File: src/pkg/csr_pkg.sv
// Constants and types for the clock safeguard and reset control block
// Functional notes
// Backup oscillator starts one period after missing edge
// Backup clock only with guard option enabled
// Backup clock keeps CPU running, slower
// Backup clock times power-on delay
// Backup stops once main oscillator starts
// Control bit 2 stops main oscillator
// Other control bits have no function
// Guard drops cycles above maximum frequency
// Four reset sources merge into one
// Pin reset stretched, held while pin low
// Run or wait reset halts, pulls up, restarts
// Stop mode reset starts oscillator, pulls up
// Power-up holds reset until stabilisation delay
// Watchdog end-of-count resets, reinitialises watchdog
// Watchdog reset restarts like pin reset
// Low supply holds static reset
// Internal sources drive reset pin low
// Reset clears stack, loads reset vector
// Reset enters non-maskable context
// First return serves pending interrupt
// Divide by 12 peripherals, 13 CPU
// Clearing stop bit or reset restarts oscillator
// Stabilisation delay is parameterised counter
// Reset requests synchronised, released synchronously
package csr_pkg;
    localparam logic [7:0] CTRL_ADDR = 8'hD1;
    localparam logic [7:0] STAT_ADDR = 8'hD2;
    localparam logic [7:0] CTRL_RESET = 8'h40;
    localparam int OSC_OFF_BIT = 2;
    localparam logic [11:0] RESET_VECTOR = 12'hFFE;
    localparam logic [3:0] PERIPH_DIV = 4'hC;
    localparam logic [3:0] CPU_DIV = 4'hD;
    localparam int STAB_CYCLES = 64;
    localparam int STARTUP_CYCLES = 16;
    localparam int PIN_STRETCH = 4;
    localparam int MISS_LIMIT = 3;
    localparam int GUARD_MIN_GAP = 2;
    typedef enum logic [3:0]
    {
        ST_RESET = 4'h1,
        ST_STAB = 4'h2,
        ST_INIT = 4'h4,
        ST_RUN = 4'h8
    } csr_state_type;
endpackage : csr_pkg

File: src/hdl/csr_clock_reset.sv
// Clock source selection, guard filter and reset sequencer
`timescale 1ns/1ps
module csr_clock_reset #(
    parameter int STAB_LEN = csr_pkg::STAB_CYCLES,
    parameter bit GUARD_EN = 1'b1
) (
    input wire logic clk_i,
    input wire logic rst_i,
    input wire logic [7:0] wb_adr_i,
    input wire logic [7:0] wb_dat_i,
    input wire logic wb_we_i,
    input wire logic wb_sel_i,
    input wire logic wb_cyc_i,
    input wire logic wb_stb_i,
    output logic [7:0] wb_dat_o,
    output logic wb_ack_o,
    output logic wb_err_o,
    input wire logic main_osc_edge_i,
    input wire logic backup_osc_edge_i,
    input wire logic reset_pin_n_i,
    output logic reset_pin_o,
    output logic reset_pin_oe_o,
    input wire logic power_on_i,
    input wire logic watchdog_end_i,
    input wire logic low_supply_i,
    input wire logic stop_mode_i,
    input wire logic return_from_interrupt_i,
    input wire logic irq_pending_i,
    output logic main_osc_enable_o,
    output logic backup_osc_enable_o,
    output logic clk_tick_o,
    output logic on_backup_o,
    output logic periph_tick_o,
    output logic cpu_tick_o,
    output logic core_reset_o,
    output logic io_pullup_o,
    output logic watchdog_reinit_o,
    output logic stack_clear_o,
    output logic pc_load_o,
    output logic [11:0] pc_vector_o,
    output logic nmi_context_o,
    output logic serve_irq_o
);
    import csr_pkg::*;

    logic [7:0] ctrl;
    logic main_running;
    logic [3:0] miss_cnt;
    logic [4:0] start_cnt;
    logic [1:0] gap_cnt;
    logic raw_tick;
    logic [3:0] pdiv;
    logic [3:0] cdiv;
    logic [2:0] stretch;
    logic pin_sync1;
    logic pin_sync2;
    logic src_sync1;
    logic src_sync2;
    logic any_reset;
    logic internal_src;
    logic [15:0] stab_cnt;
    logic restart_req;
    csr_state_type state;
    csr_state_type next_state;
    logic bus_req;
    logic hit;

    assign bus_req = wb_cyc_i && wb_stb_i && !wb_ack_o && !wb_err_o;
    assign hit = (wb_adr_i == CTRL_ADDR) || (wb_adr_i == STAT_ADDR);

    // Single-cycle answer, dropped the following cycle
    always_ff @(posedge clk_i)
    begin
        if (rst_i)
        begin
            wb_ack_o <= 1'b0;
            wb_err_o <= 1'b0;
            wb_dat_o <= 8'h00;
        end
        else
        begin
            wb_ack_o <= bus_req && hit;
            wb_err_o <= bus_req && !hit;
            if (bus_req && wb_adr_i == CTRL_ADDR)
                wb_dat_o <= ctrl;
            else if (bus_req && wb_adr_i == STAT_ADDR)
                wb_dat_o <= {4'h0, state == ST_RUN, core_reset_o, on_backup_o, main_running};
            else
                wb_dat_o <= 8'h00;
        end
    end

    // Only bit 2 acts; the rest just hold software's value
    always_ff @(posedge clk_i)
    begin
        if (rst_i || core_reset_o)
            ctrl <= CTRL_RESET;
        else if (bus_req && wb_we_i && wb_sel_i && wb_adr_i == CTRL_ADDR)
            ctrl <= wb_dat_i;
    end

    // Stop bit only honoured with the guard, else there is no fallback clock
    assign main_osc_enable_o = !(GUARD_EN && ctrl[OSC_OFF_BIT]);

    assign restart_req = !main_osc_enable_o || core_reset_o;

    // Missing-edge watchdog on the main oscillator plus start-up delay
    always_ff @(posedge clk_i)
    begin
        if (rst_i || restart_req)
        begin
            miss_cnt <= 4'h0;
            start_cnt <= 5'h00;
            main_running <= 1'b0;
        end
        else if (main_osc_edge_i)
        begin
            miss_cnt <= 4'h0;
            if (start_cnt == 5'(STARTUP_CYCLES))
                main_running <= 1'b1;
            else
                start_cnt <= start_cnt + 5'h01;
        end
        else if (miss_cnt != 4'(MISS_LIMIT))
            miss_cnt <= miss_cnt + 4'h1;
        else
        begin
            main_running <= 1'b0;
            start_cnt <= 5'h00;
        end
    end

    assign on_backup_o = GUARD_EN && !main_running;
    assign backup_osc_enable_o = on_backup_o;

    // Guard enforces a least gap between internal ticks
    always_comb
    begin
        if (on_backup_o)
            raw_tick = backup_osc_edge_i;
        else
            raw_tick = main_osc_edge_i;
    end

    always_ff @(posedge clk_i)
    begin
        if (rst_i)
            gap_cnt <= 2'h0;
        else if (clk_tick_o)
            gap_cnt <= 2'(GUARD_MIN_GAP);
        else if (gap_cnt != 2'h0)
            gap_cnt <= gap_cnt - 2'h1;
    end

    assign clk_tick_o = raw_tick && (!GUARD_EN || gap_cnt == 2'h0);

    always_ff @(posedge clk_i)
    begin
        if (rst_i)
        begin
            pdiv <= 4'h0;
            cdiv <= 4'h0;
        end
        else if (clk_tick_o)
        begin
            pdiv <= (pdiv == PERIPH_DIV - 4'h1) ? 4'h0 : pdiv + 4'h1;
            cdiv <= (cdiv == CPU_DIV - 4'h1) ? 4'h0 : cdiv + 4'h1;
        end
    end

    assign periph_tick_o = clk_tick_o && pdiv == PERIPH_DIV - 4'h1;
    assign cpu_tick_o = clk_tick_o && cdiv == CPU_DIV - 4'h1;

    // Tick counts kept apart from the dividers, only for their checks
    logic [3:0] periph_seen;
    logic [3:0] cpu_seen;

    always_ff @(posedge clk_i)
    begin
        if (rst_i)
        begin
            periph_seen <= 4'h0;
            cpu_seen <= 4'h0;
        end
        else if (clk_tick_o)
        begin
            periph_seen <= periph_tick_o ? 4'h0 : periph_seen + 4'h1;
            cpu_seen <= cpu_tick_o ? 4'h0 : cpu_seen + 4'h1;
        end
    end

    // Pin and detector requests synchronised before use
    always_ff @(posedge clk_i)
    begin
        if (rst_i)
        begin
            pin_sync1 <= 1'b0;
            pin_sync2 <= 1'b0;
            src_sync1 <= 1'b1;
            src_sync2 <= 1'b1;
        end
        else
        begin
            pin_sync1 <= !reset_pin_n_i;
            pin_sync2 <= pin_sync1;
            src_sync1 <= power_on_i || watchdog_end_i || low_supply_i;
            src_sync2 <= src_sync1;
        end
    end

    // Stretch short pin pulses so they are never missed
    always_ff @(posedge clk_i)
    begin
        if (rst_i)
            stretch <= 3'h0;
        else if (pin_sync2)
            stretch <= 3'(PIN_STRETCH);
        else if (stretch != 3'h0)
            stretch <= stretch - 3'h1;
    end

    assign internal_src = src_sync2;
    assign any_reset = internal_src || pin_sync2 || stretch != 3'h0;

    always_comb
    begin
        next_state = state;
        case (state)
            ST_RESET:
                if (!any_reset)
                    next_state = ST_STAB;
            ST_STAB:
                if (stab_cnt == 16'(STAB_LEN - 1) && clk_tick_o)
                    next_state = ST_INIT;
            ST_INIT:
                next_state = ST_RUN;
            ST_RUN:
                next_state = ST_RUN;
            default:
                next_state = ST_RESET;
        endcase
        if (any_reset)
            next_state = ST_RESET;
    end

    always_ff @(posedge clk_i)
    begin
        if (rst_i)
            state <= ST_RESET;
        else
            state <= next_state;
    end

    // Counted on the active clock so a slow oscillator stretches it
    always_ff @(posedge clk_i)
    begin
        if (rst_i || state != ST_STAB)
            stab_cnt <= 16'h0000;
        else if (clk_tick_o)
            stab_cnt <= stab_cnt + 16'h0001;
    end

    assign core_reset_o = state == ST_RESET || state == ST_STAB;
    assign io_pullup_o = core_reset_o;
    assign watchdog_reinit_o = core_reset_o;
    assign reset_pin_o = 1'b0;
    // Wired-AND: only ever pulls low
    assign reset_pin_oe_o = internal_src && core_reset_o;
    assign stack_clear_o = state == ST_INIT;
    assign pc_load_o = state == ST_INIT;
    assign pc_vector_o = RESET_VECTOR;

    always_ff @(posedge clk_i)
    begin
        if (rst_i || core_reset_o)
            nmi_context_o <= 1'b1;
        else if (return_from_interrupt_i)
            nmi_context_o <= 1'b0;
    end

    assign serve_irq_o = nmi_context_o && return_from_interrupt_i && irq_pending_i;

    // Clock source, guard and divider checks
    a_backup_after_miss: assert property (@(posedge clk_i) disable iff (rst_i)
        (GUARD_EN && miss_cnt == 4'(MISS_LIMIT) && !main_osc_edge_i && !restart_req)
        |=> on_backup_o) else $error("backup not started");
    a_no_backup_unguarded: assert property (@(posedge clk_i) disable iff (rst_i)
        !GUARD_EN |-> !backup_osc_enable_o) else $error("backup without guard");
    a_stop_bit: assert property (@(posedge clk_i) disable iff (rst_i)
        (GUARD_EN && ctrl[OSC_OFF_BIT]) |-> !main_osc_enable_o) else $error("stop ignored");
    a_stop_main: assert property (@(posedge clk_i) disable iff (rst_i)
        (GUARD_EN && ctrl[OSC_OFF_BIT]) |=> !main_running)
        else $error("main clock not stopped");
    a_osc_restart: assert property (@(posedge clk_i) disable iff (rst_i)
        core_reset_o |=> main_osc_enable_o)
        else $error("main clock not restarted");
    a_backup_stops: assert property (@(posedge clk_i) disable iff (rst_i)
        (!restart_req && main_osc_edge_i && start_cnt == 5'(STARTUP_CYCLES))
        |=> !backup_osc_enable_o) else $error("backup left running");
    a_backup_ticks: assert property (@(posedge clk_i) disable iff (rst_i)
        (on_backup_o && backup_osc_edge_i && gap_cnt == 2'h0) |-> clk_tick_o)
        else $error("backup tick lost");
    a_guard_gap: assert property (@(posedge clk_i) disable iff (rst_i)
        (GUARD_EN && clk_tick_o) |=> !clk_tick_o [*2]) else $error("guard gap");
    a_div_periph: assert property (@(posedge clk_i) disable iff (rst_i)
        periph_tick_o |-> periph_seen == PERIPH_DIV - 4'h1)
        else $error("peripheral divide wrong");
    a_div_cpu: assert property (@(posedge clk_i) disable iff (rst_i)
        cpu_tick_o |-> cpu_seen == CPU_DIV - 4'h1)
        else $error("cpu divide wrong");

    // Reset sequencing checks
    a_pin_holds: assert property (@(posedge clk_i) disable iff (rst_i)
        pin_sync2 |=> core_reset_o [*4]) else $error("pin reset short");
    a_pullup_reset: assert property (@(posedge clk_i) disable iff (rst_i)
        any_reset |=> (io_pullup_o && core_reset_o))
        else $error("reset source ignored");
    a_wd_reinit: assert property (@(posedge clk_i) disable iff (rst_i)
        internal_src |=> watchdog_reinit_o)
        else $error("watchdog not reinitialised");
    a_stab_wait: assert property (@(posedge clk_i) disable iff (rst_i)
        (state == ST_STAB && !(clk_tick_o && stab_cnt == 16'(STAB_LEN - 1)))
        |=> !pc_load_o) else $error("stabilisation cut short");
    a_wired_and: assert property (@(posedge clk_i) disable iff (rst_i)
        (src_sync2 && core_reset_o) |-> (reset_pin_oe_o && !reset_pin_o))
        else $error("pin not pulled");
    a_vector_load: assert property (@(posedge clk_i) disable iff (rst_i)
        $fell(core_reset_o) |-> (pc_load_o && stack_clear_o && nmi_context_o))
        else $error("no vector load");
    a_nmi_set: assert property (@(posedge clk_i) disable iff (rst_i)
        core_reset_o |=> nmi_context_o)
        else $error("nmi context not entered");
    a_nmi_exit: assert property (@(posedge clk_i) disable iff (rst_i)
        (nmi_context_o && return_from_interrupt_i && !core_reset_o) |=> !nmi_context_o)
        else $error("nmi not left");

    // Register bus checks
    a_ack_single: assert property (@(posedge clk_i) disable iff (rst_i)
        wb_ack_o |=> !wb_ack_o)
        else $error("ack longer than one cycle");
    a_err_unmapped: assert property (@(posedge clk_i) disable iff (rst_i)
        (bus_req && !hit) |=> (wb_err_o && !wb_ack_o))
        else $error("unmapped access not refused");

    c_pin_reset: cover property (@(posedge clk_i) pin_sync2 ##[1:200] pc_load_o);
    c_backup: cover property (@(posedge clk_i) $rose(on_backup_o));
    c_wd_reset: cover property (@(posedge clk_i) watchdog_end_i ##[1:200] pc_load_o);
    c_stop_reset: cover property (@(posedge clk_i) stop_mode_i && any_reset);
    c_main_return: cover property (@(posedge clk_i) $fell(on_backup_o));
endmodule : csr_clock_reset

File: config.mk
export PLATFORM = sky130hd
export DESIGN_NAME = csr_clock_reset
export DESIGN_NICKNAME = d
export VERILOG_FILES = /design/src/pkg/csr_pkg.sv /design/src/hdl/csr_clock_reset.sv
export SDC_FILE = /design/constraint.sdc
export NUM_CORES = 1
export LEC_CHECK = 0
export ABC_AREA = 1
export BUFFER_PORTS_ARGS = -buffer_cell sky130_fd_sc_hd__buf_4
export CORE_MARGIN = 2
export CORE_UTILIZATION = 35
export DETAILED_ROUTE_END_ITERATION = 8
export PLACE_DENSITY = 0.65
export SLEW_MARGIN = 20
export SYNTH_ARGS = -nofsm -noshare
export SYNTH_HDL_FRONTEND = slang
export SYNTH_SLANG_ARGS = --single-unit
File: constraint.sdc
create_clock -name clk_i -period 3.06 [get_ports clk_i]
set_clock_uncertainty 0.05 [all_clocks]
set_input_delay 0.306 -clock clk_i [delete_from_list [all_inputs] [get_ports clk_i]]
set_output_delay 0.306 -clock clk_i [all_outputs]
set_load 0.01 [all_outputs]
==> implementation parameters <==
Parameter                              Value

Floorplan
  Total core area    9109 um^2
  Die Outline Area    10,010 um^2
  Die extent in x    100.1 um
  Initial core utilization    35.45%
  Die extent in y    100.1 um
  Ports placed on the boundary    68
  Placement row count    35

Worst setup path
  WS Path Type    flop to output pin
  Timing startpoint of the critical path    main_running$_SDFFE_PP0P_
  Setup slack of the most critical reg-to-reg path    1330 ps
  Data arrival, critical path    1700 ps
  Launching element type of the critical path    flop
  Setup crit end    periph_tick_o
  Highest net fanout along the worst path    20
  Nature of the critical path endpoint    output pin
  Depth of the worst register-to-register path    8
  Source of the worst register-to-register timing path    main_running$_SDFFE_PP0P_
  Critical path data required time    2700 ps
  Destination of the worst register-to-register timing path    stab_cnt[15]$_SDFFE_PP0P_
  Ordered list of cells on the worst path    inv_2, nand2_2, nand3_2, nor2_1, buf_4
  Standard cell with the maximum stage delay on the critical path    nand3_2
  Largest stage delay on the critical path    400 ps

Cells and area
  Fill cell instance count of the final layout    980
  Design Area, Final    3792 um^2
  Area growth syn-to-layout    17.44%
  Share of post-route cells with drive strength above 1    17.16%
  Fin cells    618
  Inserted Diodes    0
  Finished Core Util    41.63%
  Fin nets    543

STA
  Part of the cycle the worst path needs    67.11%
  Headroom to the max-slew limit    65.78%
  Final critical path time including I/O delays and setup    2054 ps
  Setup repair after global routing missed its margin    false
  Setup_tns    0 ps
  Final hold viol count    0
  Slew of the pin with the lowest slew margin    512.7 ps
  Final setup violation count    0
  Max Transition Viols Final    0
  Achievable frequency    486.9 MHz

Yosys
  Synthesized area per cell    7.129 um^2
  Top post-synthesis cells by count    nand2_1, inv_1, dfxtp_1
  Flip-flop and latch count after synthesis    66
  Number of synthesized flops with an enable pin    0
  Cell taking the most area after synthesis    dfxtp_1
  Cell types occupying the most area after synthesis    dfxtp_1, nand2_1, inv_1
  Main flop type after synthesis    dfxtp_1
  Async set or reset register ratio after synthesis    0%
  Mapped Cells    453
  Mapped cell area    3229 um^2
  Fraction of synthesized cell area taken by the top area cell type    40.91%
  Warning count from the yosys run    0
  Netlist cell types    29
  Portion of the post-synthesis area used by sequential elements    40.91%
  Cell with the most instances after synthesis    nand2_1

Placed design
  Detailed Place HPWL    4795 um
  Placed Area    3621 um^2
  RD Place Congestion    0.8082
  Count of input and output buffers    53
  Count of placed standard cells including taps    602

Drt
  Wirelength per Cell    10.22 um
  Routed wire length    6319 um
  Post-DRT Antenna Nets    0
  Via count of the routed design    2,792
  Count of TritonRoute iterations in the first routing pass    4
  DRC violation count after routing    0
  Violation count after the first detailed-routing iteration    85
  Vias per inst    4.518

Global route
  Number of antenna violations at the first check in global routing    0
  Number of global-route vias before repair    2,645
  Global-route total usage across every layer    13.55%
  Total global routing overflow    0
  Largest net degree at the start of global routing    21
  First-pass GRT wire length    11,010 um

Clock tree
  Clk buf depth    2
  Buffers inserted during post-CTS setup optimization    0
  Clk_lat worst skew    340 ps
  Inserted Clock Buffers    9
  Clock tree from TritonCTS    done
  Resized cells post-CTS    0
  Clock H-tree levels    3
  Root buffer cell    clkbuf_8
  Num Clock Sinks    66
  Post-cts hold buffer count    0
  Clock-pin slew reported for the worst setup and hold paths after clock tree synthesis    70 ps

Hold path
  Number of cells on the worst hold path    2
  Min-Delay Path Class    input port to flop

Run status
  Outcome    finished, final reports clean

Power
  Total power per unit cell area    450.6 nW/um^2
  Maximum resistive drop on vdd    0.2935 mV
  Total chip power    0.001709 W
  Leakage power summed over all cells    1.611 nW

Job
  Max-cap viol count    0
-- cell usage in the layout, fill, tap and decap left out --
cell,count
nand3_1,26
and3_1,2
nand2_1,87
or2_2,2
clkinv_2,3
nor2_1,63
conb_1,13
dfxtp_1,66
inv_1,73
xor2_1,5
and2_1,1
o21ai_0,11
nor3_2,1
or2_0,2
nand2_2,2
nor3_1,13
nor3b_2,1
inv_2,1
xnor2_1,6
ha_1,10
a21oi_1,27
o21ai_1,1
buf_4,53
nand3_2,2
nand4_1,13
clkinvlp_4,2
nor2_4,1
nor2_8,1
clkbuf_8,10
clkbuf_1,1
nor2_2,8
-- cells by family (layout without fill, tap and decap cells) --
group / after synthesis / count (layout) / share of synthesized area (%)
buf+inv: 100 / 143 / 14.37
simple gates: 225 / 225 / 31.58
flops: 66 / 66 / 40.91
fa+ha+maj: 10 / 10 / 3.874
xor+xnor: 11 / 11 / 2.983
compound gates: 39 / 39 / 6.044
other cells: 2 / 13 / 0.2326
-- worst max-delay path, delay by kind of cell, from the launching register on --
family,cells,cell delay [ps]
buffers and inverters,2,230
DFF,1,390
and+or+nand+nor,3,720
-- how the worst min path moves through the flow --
stage / slack (ps) / to / from
5_1_grt: 40 / pin_sync1$_SDFF_PP0_ / reset_pin_n_i
4_1_cts: 50 / pin_sync1$_SDFF_PP0_ / reset_pin_n_i
3_3_place_gp: 340 / pin_sync2$_SDFF_PP0_ / pin_sync1$_SDFF_PP0_
2_1_floorplan: 320 / pin_sync1$_SDFF_PP0_ / reset_pin_n_i
3_5_place_dp: 340 / pin_sync2$_SDFF_PP0_ / pin_sync1$_SDFF_PP0_
6_report: 60 / pin_sync1$_SDFF_PP0_ / reset_pin_n_i
-- layout make-up --
class | count | area, um^2 | share of cell area [%]
multi-input combinational | 298 | 1485 | 39.16
tap | 111 | 138.9 | 3.662
sequential | 66 | 1321 | 34.84
inverter | 74 | 277.8 | 7.324
clock inverter | 5 | 30.03 | 0.7918
timing repair buffer | 53 | 397.9 | 10.49
clock buffer | 11 | 141.4 | 3.728
-- stage by stage --
stage	setup WS [ps]	hold slack [ps]
global placement	1263	341.4
detailed placement	1245	343.2
finish	1006	56.33
CTS	976.7	47.04
floorplan	1653	322.7
global route	855.3	37.48
-- registers in the layout, summed over array words and instances (netlist names) --
name / count
pin_sync2: 1
pin_sync1: 1
wb_ack_o: 1
state: 4
nmi_context_o: 1
src_sync1: 1
wb_err_o: 1
stab_cnt: 16
wb_dat_o: 8
miss_cnt: 4
start_cnt: 5
ctrl: 8
gap_cnt: 2
internal_src: 1
stretch: 3
main_running: 1
cdiv: 4
pdiv: 4
-- report_power, final --
| part | internal (W) | total (W) | switching, W |
|---|---|---|---|
| logic | 0.0000675 | 0.000168 | 0.000100 |
| registers | 0.000883 | 0.000899 | 0.0000156 |
| clock network | 0.000312 | 0.000642 | 0.000331 |
| total | 0.00126 | 0.00171 | 0.000447 |
-- metal layers --
metal	track usage, %	wire length (um)
met5	0	0
met4	5.690	111
met3	3.482	258
met2	24.58	3158
met1	15.00	2790
Note: power is estimated with default switching activity, not from simulation.
